### config.mk
export PLATFORM = sky130hd
export DESIGN_NAME = adcp_serial_port
export DESIGN_NICKNAME = d
export VERILOG_FILES = /design/src/hdl/adcp_serial_port.v
export VERILOG_INCLUDE_DIRS = /design/src /design/src/hdl
export SDC_FILE = /design/constraint.sdc
export NUM_CORES = 1
export LEC_CHECK = 0
export BUFFER_PORTS_ARGS = -buffer_cell sky130_fd_sc_hd__buf_2
export CAP_MARGIN = 20
export CORE_MARGIN = 4
export CORE_UTILIZATION = 56
export CTS_CLUSTER_SIZE = 24
export DETAILED_ROUTE_END_ITERATION = 8
export PLACE_DENSITY = 0.86
export SYNTH_ARGS = -nofsm -noshare
export SYNTH_HDL_FRONTEND = slang
export SYNTH_HIERARCHICAL = 1
export SYNTH_SLANG_ARGS = --single-unit
### constraint.sdc
create_clock -name ref_clk -period 2.75 [get_ports ref_clk]
set_clock_uncertainty 0.15 [all_clocks]
set_input_delay 0.275 -clock ref_clk [delete_from_list [all_inputs] [get_ports ref_clk]]
set_output_delay 0.275 -clock ref_clk [all_outputs]
set_load 0.005 [all_outputs]
### src/hdl/adcp_defines.vh
/*
 * Constants for the serial conversion port of the eight-channel 12-bit converter.
 * Assumes inclusion by bare name from the design file; definitions only.
 */
`ifndef ADCP_DEFINES_VH
`define ADCP_DEFINES_VH

// Configuration register layout and power-up value
`define ADCP_CFG_BITS 8
`define ADCP_CFG_RESET 8'h00
`define ADCP_CFG_CNT_W 4
`define ADCP_CFG_LAST 4'h7
`define ADCP_CFG_FULL 4'h8
`define ADCP_CH_MSB 5
`define ADCP_CH_LSB 3
`define ADCP_CH_RESET 3'h0
`define ADCP_REF_BIT 2
`define ADCP_PM_MSB 1
`define ADCP_PM_LSB 0

// Result frame: leading zeros then the code, most significant bit first
`define ADCP_CODE_BITS 12
`define ADCP_FRAME_BITS 16
`define ADCP_LEAD_ZEROS 4'h0

// Frame timing in serial clock half periods: 29 to end the conversion, 32 for the whole frame
`define ADCP_HALF_W 6
`define ADCP_CONV_HALVES 6'h1d
`define ADCP_FRAME_HALVES 6'h20

// Result buffer
`define ADCP_FIFO_DEPTH 16
`define ADCP_FIFO_AW 4

`endif

### src/hdl/adcp_serial_port.v
/*
 * Serial control and conversion sequencing of an eight-channel 12-bit converter,
 * with the result buffer that feeds its output frames.
 * Assumes the serial pins arrive asynchronously and are oversampled by ref_clk,
 * which must run well above twice the serial clock; the analog core sits outside
 * and answers each conversion start with one code over the result handshake.
 */
// Functional notes
// - A conversion frame lasts 16 serial clock periods, 14.5 converting then 1.5 acquiring.
// - A falling chip select starts a conversion.
// - Chip select frames the transfer and nothing shifts while it is high.
// - After chip select falls the result output is driven.
// - When chip select rises the result output is released.
// - The configuration input is sampled on each of the first eight serial clock rising edges of a frame.
// - The result output changes on each serial clock falling edge.
// - A result frame is four zeros and then the 12-bit code, most significant bit first.
// - The serial clock is the only timing source for conversion and transfer.
// - A three-bit channel field of the configuration selects one of eight inputs.
// - Only the first eight rising edges of a frame load the configuration, MSB first.
// - A new channel address takes effect at the end of the current conversion.
// - The configuration register is all zeros after reset.

`default_nettype none

`include "adcp_defines.vh"

module adcp_fifo #(
	parameter WIDTH = `ADCP_CODE_BITS,
	parameter DEPTH = `ADCP_FIFO_DEPTH,
	parameter AW = `ADCP_FIFO_AW
) (
	// Clock and reset
	input wire ref_clk,
	input wire srst,
	// Fill side
	input wire inValid,
	output wire inReady,
	input wire [WIDTH-1:0] inData,
	// Drain side
	output wire outValid,
	input wire outReady,
	output wire [WIDTH-1:0] outData
);
	reg [WIDTH-1:0] mem [0:DEPTH-1];
	reg [AW-1:0] wrPtr_q;
	reg [AW-1:0] rdPtr_q;
	reg [AW:0] count_q;
	wire doPush;
	wire doPop;

	// Pointer step, wrapping at the depth, which is a power of two
	function [AW-1:0] ptrStep;
		input [AW-1:0] ptr;
		begin
			ptrStep = ptr + {{(AW-1){1'b0}}, 1'b1};
		end
	endfunction

	// Fill level one up or one down
	function [AW:0] levelStep;
		input [AW:0] level;
		input up;
		begin
			if (up) begin
				levelStep = level + {{AW{1'b0}}, 1'b1};
			end else begin
				levelStep = level - {{AW{1'b0}}, 1'b1};
			end
		end
	endfunction

	// The level reaches the depth only when full, so its top bit alone marks it
	assign inReady = ~count_q[AW];
	assign outValid = (count_q != {(AW+1){1'b0}});
	assign outData = mem[rdPtr_q];
	assign doPush = inValid & inReady;
	assign doPop = outValid & outReady;

	always @(posedge ref_clk) begin
		if (doPush) begin
			mem[wrPtr_q] <= inData;
		end
	end

	always @(posedge ref_clk) begin
		if (srst) begin
			wrPtr_q <= {AW{1'b0}};
			rdPtr_q <= {AW{1'b0}};
			count_q <= {(AW+1){1'b0}};
		end else begin
			if (doPush) begin
				wrPtr_q <= ptrStep(wrPtr_q);
			end
			if (doPop) begin
				rdPtr_q <= ptrStep(rdPtr_q);
			end
			// Simultaneous push and pop leave the fill level unchanged
			if (doPush & ~doPop) begin
				count_q <= levelStep(count_q, 1'b1);
			end else if (doPop & ~doPush) begin
				count_q <= levelStep(count_q, 1'b0);
			end
		end
	end
endmodule // adcp_fifo

module adcp_serial_port (
	// Clock and reset
	input wire ref_clk,
	input wire srst,
	// Serial pins from the host
	input wire csN,
	input wire sclk,
	input wire din,
	// Serial result pin, two signals of a tri-state output
	output wire dout,
	output wire doutOe,
	// Conversion control towards the analog core
	output wire convStart,
	output wire convEnd,
	output wire holdActive,
	output wire acqActive,
	output wire [2:0] channelAddressField,
	// Configuration fields towards reference and power management
	output wire refDisable,
	output wire [1:0] powerMode,
	// Conversion results from the analog core
	input wire resValid,
	output wire resReady,
	input wire [`ADCP_CODE_BITS-1:0] resData
);
	// Pin synchronisers; only the second stage and later are read by logic
	reg csNS1_q;
	reg csNS2_q;
	reg csNS3_q;
	reg sclkS1_q;
	reg sclkS2_q;
	reg sclkS3_q;
	reg dinS1_q;
	reg dinS2_q;

	reg [`ADCP_HALF_W-1:0] halfCnt_q;
	reg [`ADCP_CFG_CNT_W-1:0] cfgCnt_q;
	reg [`ADCP_CFG_BITS-1:0] cfgShift_q;
	reg [`ADCP_CFG_BITS-1:0] cfg_q;
	reg [2:0] channel_q;
	reg [`ADCP_FRAME_BITS-1:0] outShift_q;
	reg convStart_q;
	reg convEnd_q;
	reg hold_q;
	reg acq_q;

	wire csActive;
	wire csFall;
	wire sclkRise;
	wire sclkFall;
	wire [`ADCP_HALF_W-1:0] halfNext;
	wire [`ADCP_CFG_BITS-1:0] cfgNext;
	wire fifoValid;
	wire [`ADCP_CODE_BITS-1:0] fifoData;

	// Edge of a synchronised level, from its newer and older samples
	function wentHigh;
		input newer;
		input older;
		begin
			wentHigh = newer & ~older;
		end
	endfunction

	assign csActive = ~csNS2_q;
	assign csFall = wentHigh(~csNS2_q, ~csNS3_q);
	// The serial clock is the only time base for the frame
	assign sclkRise = csActive & wentHigh(sclkS2_q, sclkS3_q);
	assign sclkFall = csActive & wentHigh(~sclkS2_q, ~sclkS3_q);
	assign halfNext = halfCnt_q + {{(`ADCP_HALF_W-1){1'b0}}, 1'b1};
	assign cfgNext = {cfgShift_q[`ADCP_CFG_BITS-2:0], dinS2_q};

	always @(posedge ref_clk) begin
		if (srst) begin
			csNS1_q <= 1'b1;
			csNS2_q <= 1'b1;
			csNS3_q <= 1'b1;
			sclkS1_q <= 1'b0;
			sclkS2_q <= 1'b0;
			sclkS3_q <= 1'b0;
			dinS1_q <= 1'b0;
			dinS2_q <= 1'b0;
		end else begin
			csNS1_q <= csN;
			csNS2_q <= csNS1_q;
			csNS3_q <= csNS2_q;
			sclkS1_q <= sclk;
			sclkS2_q <= sclkS1_q;
			sclkS3_q <= sclkS2_q;
			dinS1_q <= din;
			dinS2_q <= dinS1_q;
		end
	end

	// Frame sequencing: half periods counted on both serial clock edges
	always @(posedge ref_clk) begin
		if (srst) begin
			halfCnt_q <= {`ADCP_HALF_W{1'b0}};
			hold_q <= 1'b0;
			acq_q <= 1'b0;
			convStart_q <= 1'b0;
			convEnd_q <= 1'b0;
			channel_q <= `ADCP_CH_RESET;
		end else begin
			convStart_q <= 1'b0;
			convEnd_q <= 1'b0;
			if (csFall) begin
				halfCnt_q <= {`ADCP_HALF_W{1'b0}};
				hold_q <= 1'b1;
				acq_q <= 1'b0;
				convStart_q <= 1'b1;
			end else if (!csActive) begin
				// A frame cut short ends its conversion with the frame itself
				halfCnt_q <= {`ADCP_HALF_W{1'b0}};
				hold_q <= 1'b0;
				acq_q <= 1'b0;
			end else if ((sclkRise | sclkFall) && halfCnt_q != `ADCP_FRAME_HALVES) begin
				// Edges past the last half period wait for chip select to rise
				halfCnt_q <= halfNext;
				if (halfNext == `ADCP_CONV_HALVES) begin
					hold_q <= 1'b0;
					acq_q <= 1'b1;
					convEnd_q <= 1'b1;
					// Channel swaps only between conversions, never mid-hold
					channel_q <= cfg_q[`ADCP_CH_MSB:`ADCP_CH_LSB];
				end else if (halfNext == `ADCP_FRAME_HALVES) begin
					acq_q <= 1'b0;
				end
			end
		end
	end

	// Configuration loading on rising edges
	always @(posedge ref_clk) begin
		if (srst) begin
			cfgCnt_q <= {`ADCP_CFG_CNT_W{1'b0}};
			cfgShift_q <= `ADCP_CFG_RESET;
			cfg_q <= `ADCP_CFG_RESET;
		end else if (csFall) begin
			cfgCnt_q <= {`ADCP_CFG_CNT_W{1'b0}};
		end else if (sclkRise && cfgCnt_q != `ADCP_CFG_FULL) begin
			cfgShift_q <= cfgNext;
			cfgCnt_q <= cfgCnt_q + {{(`ADCP_CFG_CNT_W-1){1'b0}}, 1'b1};
			// Committed whole, so a short frame leaves the old setting intact
			if (cfgCnt_q == `ADCP_CFG_LAST) begin
				cfg_q <= cfgNext;
			end
		end
	end

	// Result shifting on falling edges
	always @(posedge ref_clk) begin
		if (srst) begin
			outShift_q <= {`ADCP_FRAME_BITS{1'b0}};
		end else if (csFall) begin
			// An empty buffer yields an all-zero frame rather than stale data
			if (fifoValid) begin
				outShift_q <= {`ADCP_LEAD_ZEROS, fifoData};
			end else begin
				outShift_q <= {`ADCP_FRAME_BITS{1'b0}};
			end
		end else if (!csActive) begin
			// Idle clear, so a cut frame never shows a stale bit when the line opens
			outShift_q <= {`ADCP_FRAME_BITS{1'b0}};
		end else if (sclkFall) begin
			outShift_q <= {outShift_q[`ADCP_FRAME_BITS-2:0], 1'b0};
		end
	end

	// Popped at frame open, so each frame carries the oldest buffered code
	adcp_fifo #(
		.WIDTH(`ADCP_CODE_BITS),
		.DEPTH(`ADCP_FIFO_DEPTH),
		.AW(`ADCP_FIFO_AW)
	) resultFifo (
		.ref_clk(ref_clk),
		.srst(srst),
		.inValid(resValid),
		.inReady(resReady),
		.inData(resData),
		.outValid(fifoValid),
		.outReady(csFall),
		.outData(fifoData)
	);

	assign dout = outShift_q[`ADCP_FRAME_BITS-1];
	assign doutOe = csActive;
	assign convStart = convStart_q;
	assign convEnd = convEnd_q;
	assign holdActive = hold_q;
	assign acqActive = acq_q;
	assign channelAddressField = channel_q;
	assign refDisable = cfg_q[`ADCP_REF_BIT];
	assign powerMode = cfg_q[`ADCP_PM_MSB:`ADCP_PM_LSB];
endmodule // adcp_serial_port

`default_nettype wire

==> After elaboration in Yosys (flattened, before gate mapping) <==
Memory sizes are Yosys's and may differ from the RTL's. A register that Yosys moved wholly into a read port is not among the register bits.
Cells that the tools add are included.
{ "word_totals": {"out_inout_bits": 13, "input_bits": 18, "ram_bits": 192, "regBits": 65, "n_memories": 1, "word_cells": 85} }
{ "op_classes": {"reduce_logical": 16, "n_mux": 18, "n_eq_ne": 5, "bitwise_logic": 18, "n_addsub": 6} }
{ "memory_table": {"columns": ["name", "depth", "width", "rd", "rd_clocked_by_memory_dff", "write_ports", "line_no", "rtl"], "rows": [
  ["resultFifo.mem", 16, 12, 1, 1, 1, "adcp_serial_port.v:44", "reg [WIDTH-1:0] mem [0:DEPTH-1];"]
]} }
{ "op_table": {"columns": ["operator", "n"], "rows": [
  ["16-bit two-way mux", 3],
  ["4-bit by 1-bit adder with 4-bit output (second input constant)", 3],
  ["12-bit two-way mux", 1],
  ["1-bit two-way mux", 10],
  ["5-bit two-way mux", 2],
  ["1-bit bitwise AND", 9],
  ["3-bit nonzero test", 3],
  ["4-bit two-way mux", 2],
  ["1-bit inverter", 8],
  ["6-bit by 1-bit adder with 6-bit output (second input constant)", 1],
  ["6-bit by 5-bit == test with 1-bit output (second input constant)", 1],
  ["6-bit == test (second input constant)", 1],
  ["6-bit != test (second input constant)", 1],
  ["2-bit AND reduction", 3],
  ["5-bit by 1-bit adder with 5-bit output (second input constant)", 1],
  ["5-bit nonzero test", 1],
  ["5-bit by 1-bit subtractor with 5-bit output (second input constant)", 1],
  ["4-bit by 3-bit == test with 1-bit output (second input constant)", 1],
  ["4-bit != test (second input constant)", 1],
  ["4-bit AND reduction", 1],
  ["2-bit nonzero test", 2],
  ["4-bit OR reduction", 1],
  ["3-bit AND reduction", 1],
  ["3-bit OR reduction", 1],
  ["other kinds (3)", 4]
]} }

==> Depth between registers and ports, before layout <==
{ "depth": {"depth_word": 8, "ltp_mapped": 10, "mapped_depth_nobuf": 9} }

==> Cells and area by module <==
Netlist, hierarchy kept.
{ "modules_own_cells": {"columns": ["module", "instances", "cells_per_inst", "seq_area_each_um2", "area_each_um2"], "rows": [
  ["adcp_fifo", 1, 400, 6105.9, 8114.0],
  ["adcp_serial_port", 1, 249, 1041.0, 2225.9]
]} }

==> Worst setup path after synthesis <==
Ideal clock, no wire load.
{ "synth_path": {"path_kind": "flip-flop to flip-flop", "start": "reg resultFifo.count_q[1]", "end": "reg resultFifo.count_q[4]", "required_ps": 2479, "arrival_time_ps": 2457, "stages_incl_launch_ff": 10, "setup_slack_ps": 23, "path_buffers": 0, "setup_ps": 121, "cell_sequence": "dfxtp_1 or4_4 o21ai_2 ha_1 inv_1 fa_1 nand3_1 a211oi_1 a31oi_1 mux2_2"} }
{ "synth_via": {"elab_chain_cells": 5, "elab_cells_between_ends": 10, "cone_classes": "2 x add/sub; 2 x mux; 4 x bitwise; 2 x reduce/logical"} }
{ "synth_lines": {"columns": ["item", "line_no", "rtl"], "rows": [
  ["start: declaration", "adcp_serial_port.v:47", "reg [AW:0] count_q;"],
  ["start signal: assignment", "adcp_serial_port.v:89", "count_q <= {(AW+1){1'b0}};"],
  ["start signal: assignment", "adcp_serial_port.v:99", "count_q <= levelStep(count_q, 1'b1);"],
  ["start signal: assignment", "adcp_serial_port.v:101", "count_q <= levelStep(count_q, 1'b0);"],
  ["parallel branches: the longest is 5 deep, another holds 5-bit by 1-bit subtractor with 5-bit output", null, null]
]} }
Several ways; the timed one is not identified. The select of a mux whose other input is x is not followed.
A chain may end at the register's enable or synchronous reset.

==> Final worst setup path <==
{ "layout_path": {"start": "reg resultFifo.count_q[2]", "end": "reg resultFifo.count_q[4]"} }
Same word-level chain as after synthesis.

==> out/metrics.yaml <==
status:
  status: "completed"
die:
  num_io_pins: 31
  die_y_um: 144
  core_um2: 18100
  die_x_um: 144
  die_area_um2: 20700
  start_util: 0.572
  core.rowCount: 49
yosys:
  synth.area.mux_share: 0.123
  synthFlopType: "edfxtp_1"
  syn-num-nets: 681
  synth_fa_ha_area_frac: 0.0177
  synth-edff-count: 192
  synth_compound_area_frac: 0.0479
  netlist_area_um2: 10300
  synth_xor_area_frac: 0.0152
  yosys_warnings: 6
  synth_top_family_by_area: "multiplexers"
  synth_cell_types: 47
  async_flop_share: 0
  synth-simple-area-share: 0.0803
  synth-seq-cells: 261
  synth_area_per_cell_um2: 15.9
  seq_area_frac_synth: 0.691
  syn_inst: 649
clocking:
  cts-root-buf: "clkbuf_16"
  htreeDepth: 1
  cts.sinks: 261
  cts_tree: "built"
  clock_latency_ns: 0.52
  clk_pin_slew_ns: 0.06
  numCtsBuffers: 25
  cts_max_path_buffers: 3
global_routing:
  grt_max_degree: 36
  grt_pass1_wl_um: 35700
  grt_usage: 0.228
  antenna_found_initial: 0
  grt_pass1_vias: 6371
  globalRoute.totalOverflow: 0
timing:
  relSlewSlack: 0.464
  rsz0062_at_grt: "yes"
  tightest_slew_ns: 0.800
  report.final.hold_viol_count: 0
  slew_viol_final: 0
  setup_tns_ns: 0
  fmax_mhz: 366
  period_minus_slack_ns: 2.73
  post-route-period-util: 0.993
  setup_viol: 0
power:
  vdd_drop_max_mv: 0.574
  clockPowerShare: 0.378
  p_per_area_nw_per_um2: 767
  p_sw_mw: 2.20
  seqPwrFrac: 0.487
  leakagePower_nw: 4.13
  internal-power_mw: 6.98
  netSwitchingFraction: 0.240
  comb_power_share: 0.136
detailed_routing:
  drc: 0
  ant_nets: 0
  vias_per_cell: 6.17
  detail_route.wl_per_cell_um: 23.8
  drt_pass1_iterations: 5
  dr.first_iter.drc_count: 674
  vias: 5988
  drt-total-wl_um: 23100
hold_path:
  min_from: "resData[1]"
  min-delay-path-class: "primary input to register"
  hold_depth: 1
  min_to: "resultFifo/mem[5][1]$_DFFE_PP_"
placement:
  dpl_cell_area_um2: 10900
  dpl.hpwl_um: 13600
  gp_congestion: 0.849
  io_buffers: 30
final_layout:
  final_nets: 755
  layout-drive-gt1-share: 0.240
  final_util: 0.662
  area_growth_pct: 15.7
  finalInstanceArea_um2: 12000
  diodes: 0
critical_path:
  slowest_stage: "or4_4"
  r2r_slack_ns: 0.02
  critPathKind: "register to register"
  cp.required_ns: 3.01
  crit_path_max_fanout: 5
  path_cells: "or4_4, o21ai_4, ha_4, inv_2, ha_1, nand3_2, a211oi_2, a31oi_1, mux2_2"
  start_kind: "register"
  cp_data_arrival_time_ns: 2.99
  endpoint_kind: "register"
  rr_worst_depth: 9
  r2r_start: "resultFifo/count_q[2]$_SDFFE_PP0P_"
  timing.rr.end: "resultFifo/count_q[4]$_SDFFE_PP0P_"
  max_stage_delay_ns: 0.58
job:
  cap_violations: 0
stage by stage:
| step | worst slack (ns) | hold WS, ns | instances | total power [mW] |
|---|---|---|---|---|
| after CTS | 0.00609 | 0.00630 | 967 | 9.12 |
| final | 0.0196 | 0.0119 | 970 | 9.18 |
| after floorplan | 0.0226 | 0.224 | 649 | 5.27 |
| after detailed placement | -0.0580 | 0.265 | 909 | 5.61 |
| after global placement | 0.0667 | 0.250 | 909 | 5.51 |
| after global routing | -0.0480 | 0.0224 | 970 | 9.48 |
cells in the mapped netlist (all sizes together) (13+ instances only):
| master | count | area, um^2 |
|---|---|---|
| nor2 | 64 | 240 |
| o21ai | 18 | 93.8 |
| mux2i | 18 | 180 |
| nand2 | 18 | 67.6 |
| dfxtp | 69 | 1380 |
| and2 | 19 | 119 |
| mux4 | 48 | 1080 |
| a22oi | 35 | 263 |
| ha | 13 | 163 |
| nand3 | 14 | 70.1 |
| clkbuf | 21 | 78.8 |
| edfxtp | 192 | 5770 |
| inv | 23 | 86.3 |
| buf | 13 | 88.8 |
worst max-delay path: cells and delay by family (launching register included):
kind            cells  cell delay (ns)
compound gates      3             0.54
fa+ha+maj           2             0.53
buf+inv             1             0.08
flops               1             0.34
mux                 1             0.27
simple gates        2             0.70
cell type report:
cell class                 count  area, um^2
inverter                      23        86.3
fill                        1079        6120
timing repair buffer          81         616
sequential                   261        7150
tap                          229         287
multi-input combinational    331        3000
clock buffer                  31         648
clock inverter                14         178
power groups by stage:
| stage | combinational (mW) | sequential, mW | clock [mW] |
|---|---|---|---|
| final | 1.25 | 4.47 | 3.46 |
| after global routing | 1.34 | 4.48 | 3.67 |
| after global placement | 0.991 | 4.52 | 0 |
| after CTS | 1.17 | 4.46 | 3.48 |
| after floorplan | 0.762 | 4.51 | 0 |
| after detailed placement | 1.07 | 4.54 | 0 |
cell usage in the layout, fill, tap and decap left out, drive strengths merged, types with 4 or more instances in the layout:
master	count
edfxtp	192
dfxtp	69
buf	68
nor2	64
mux4	48
a22oi	35
clkbuf	31
inv	23
and2	19
mux2i	18
nand2	18
o21ai	18
nand3	14
dlygate4sd3	13
ha	13
xnor2	10
nor2b	9
a21oi	9
xor2	8
clkinv	6
nand4	5
or2	5
bufinv	4
nand4b	4
clkinvlp	4
registers in the layout, summed over array words and instances, names as in the netlist, 3 cells and up, named ones only:
signal,flops
cfgCnt_q,4
cfgShift_q,5
cfg_q,6
channelAddressField,3
halfCnt_q,6
outShift_q,16
resultFifo/count_q,5
resultFifo/mem,192
resultFifo/rdPtr_q,4
resultFifo/wrPtr_q,4
repair_timing:
action / in CTS / in global routing
setup buffers: 0 / 2
hold endpoints to repair: 163 / 0
setup endpoints to repair: 2 / 2
hold buffers: 13 / 0
pin swaps: 0 / 3
gates resized for setup: 7 / 4
per-layer routing:
layer / vias to the layer above / global-route usage / wire (um)
met3: 66 / 0.0309 / 1500
met5: - / 0 / 0
met1: 3035 / 0.277 / 8480
li1: 2616 / - / -
met2: 271 / 0.417 / 12300
met4: 0 / 0.0823 / 746
worst max-delay path by stage:
stage / startpoint / end / slack, ns / cells after the start
after floorplan: resultFifo/count_q[1]$_SDFFE_PP0P_ / resultFifo/count_q[4]$_SDFFE_PP0P_ / 0.02 / 9
after global placement: resultFifo/count_q[1]$_SDFFE_PP0P_ / resultFifo/count_q[4]$_SDFFE_PP0P_ / 0.07 / 9
after detailed placement: resultFifo/count_q[1]$_SDFFE_PP0P_ / resultFifo/count_q[4]$_SDFFE_PP0P_ / -0.06 / 9
after CTS: resultFifo/count_q[1]$_SDFFE_PP0P_ / resultFifo/count_q[4]$_SDFFE_PP0P_ / 0.006 / 9
after global routing: resultFifo/count_q[2]$_SDFFE_PP0P_ / resultFifo/count_q[4]$_SDFFE_PP0P_ / -0.05 / 9
final: resultFifo/count_q[2]$_SDFFE_PP0P_ / resultFifo/count_q[4]$_SDFFE_PP0P_ / 0.02 / 9
cells by family (layout without fill, tap and decap cells):
kind of cell | after synthesis | after routing
mux | 67 | 67
buf+inv | 57 | 149
compound gates | 73 | 73
fa+ha+maj | 14 | 14
simple gates | 159 | 159
flops | 261 | 261
xor+xnor | 18 | 18
No activity file was read; power rests on OpenSTA's default activity.
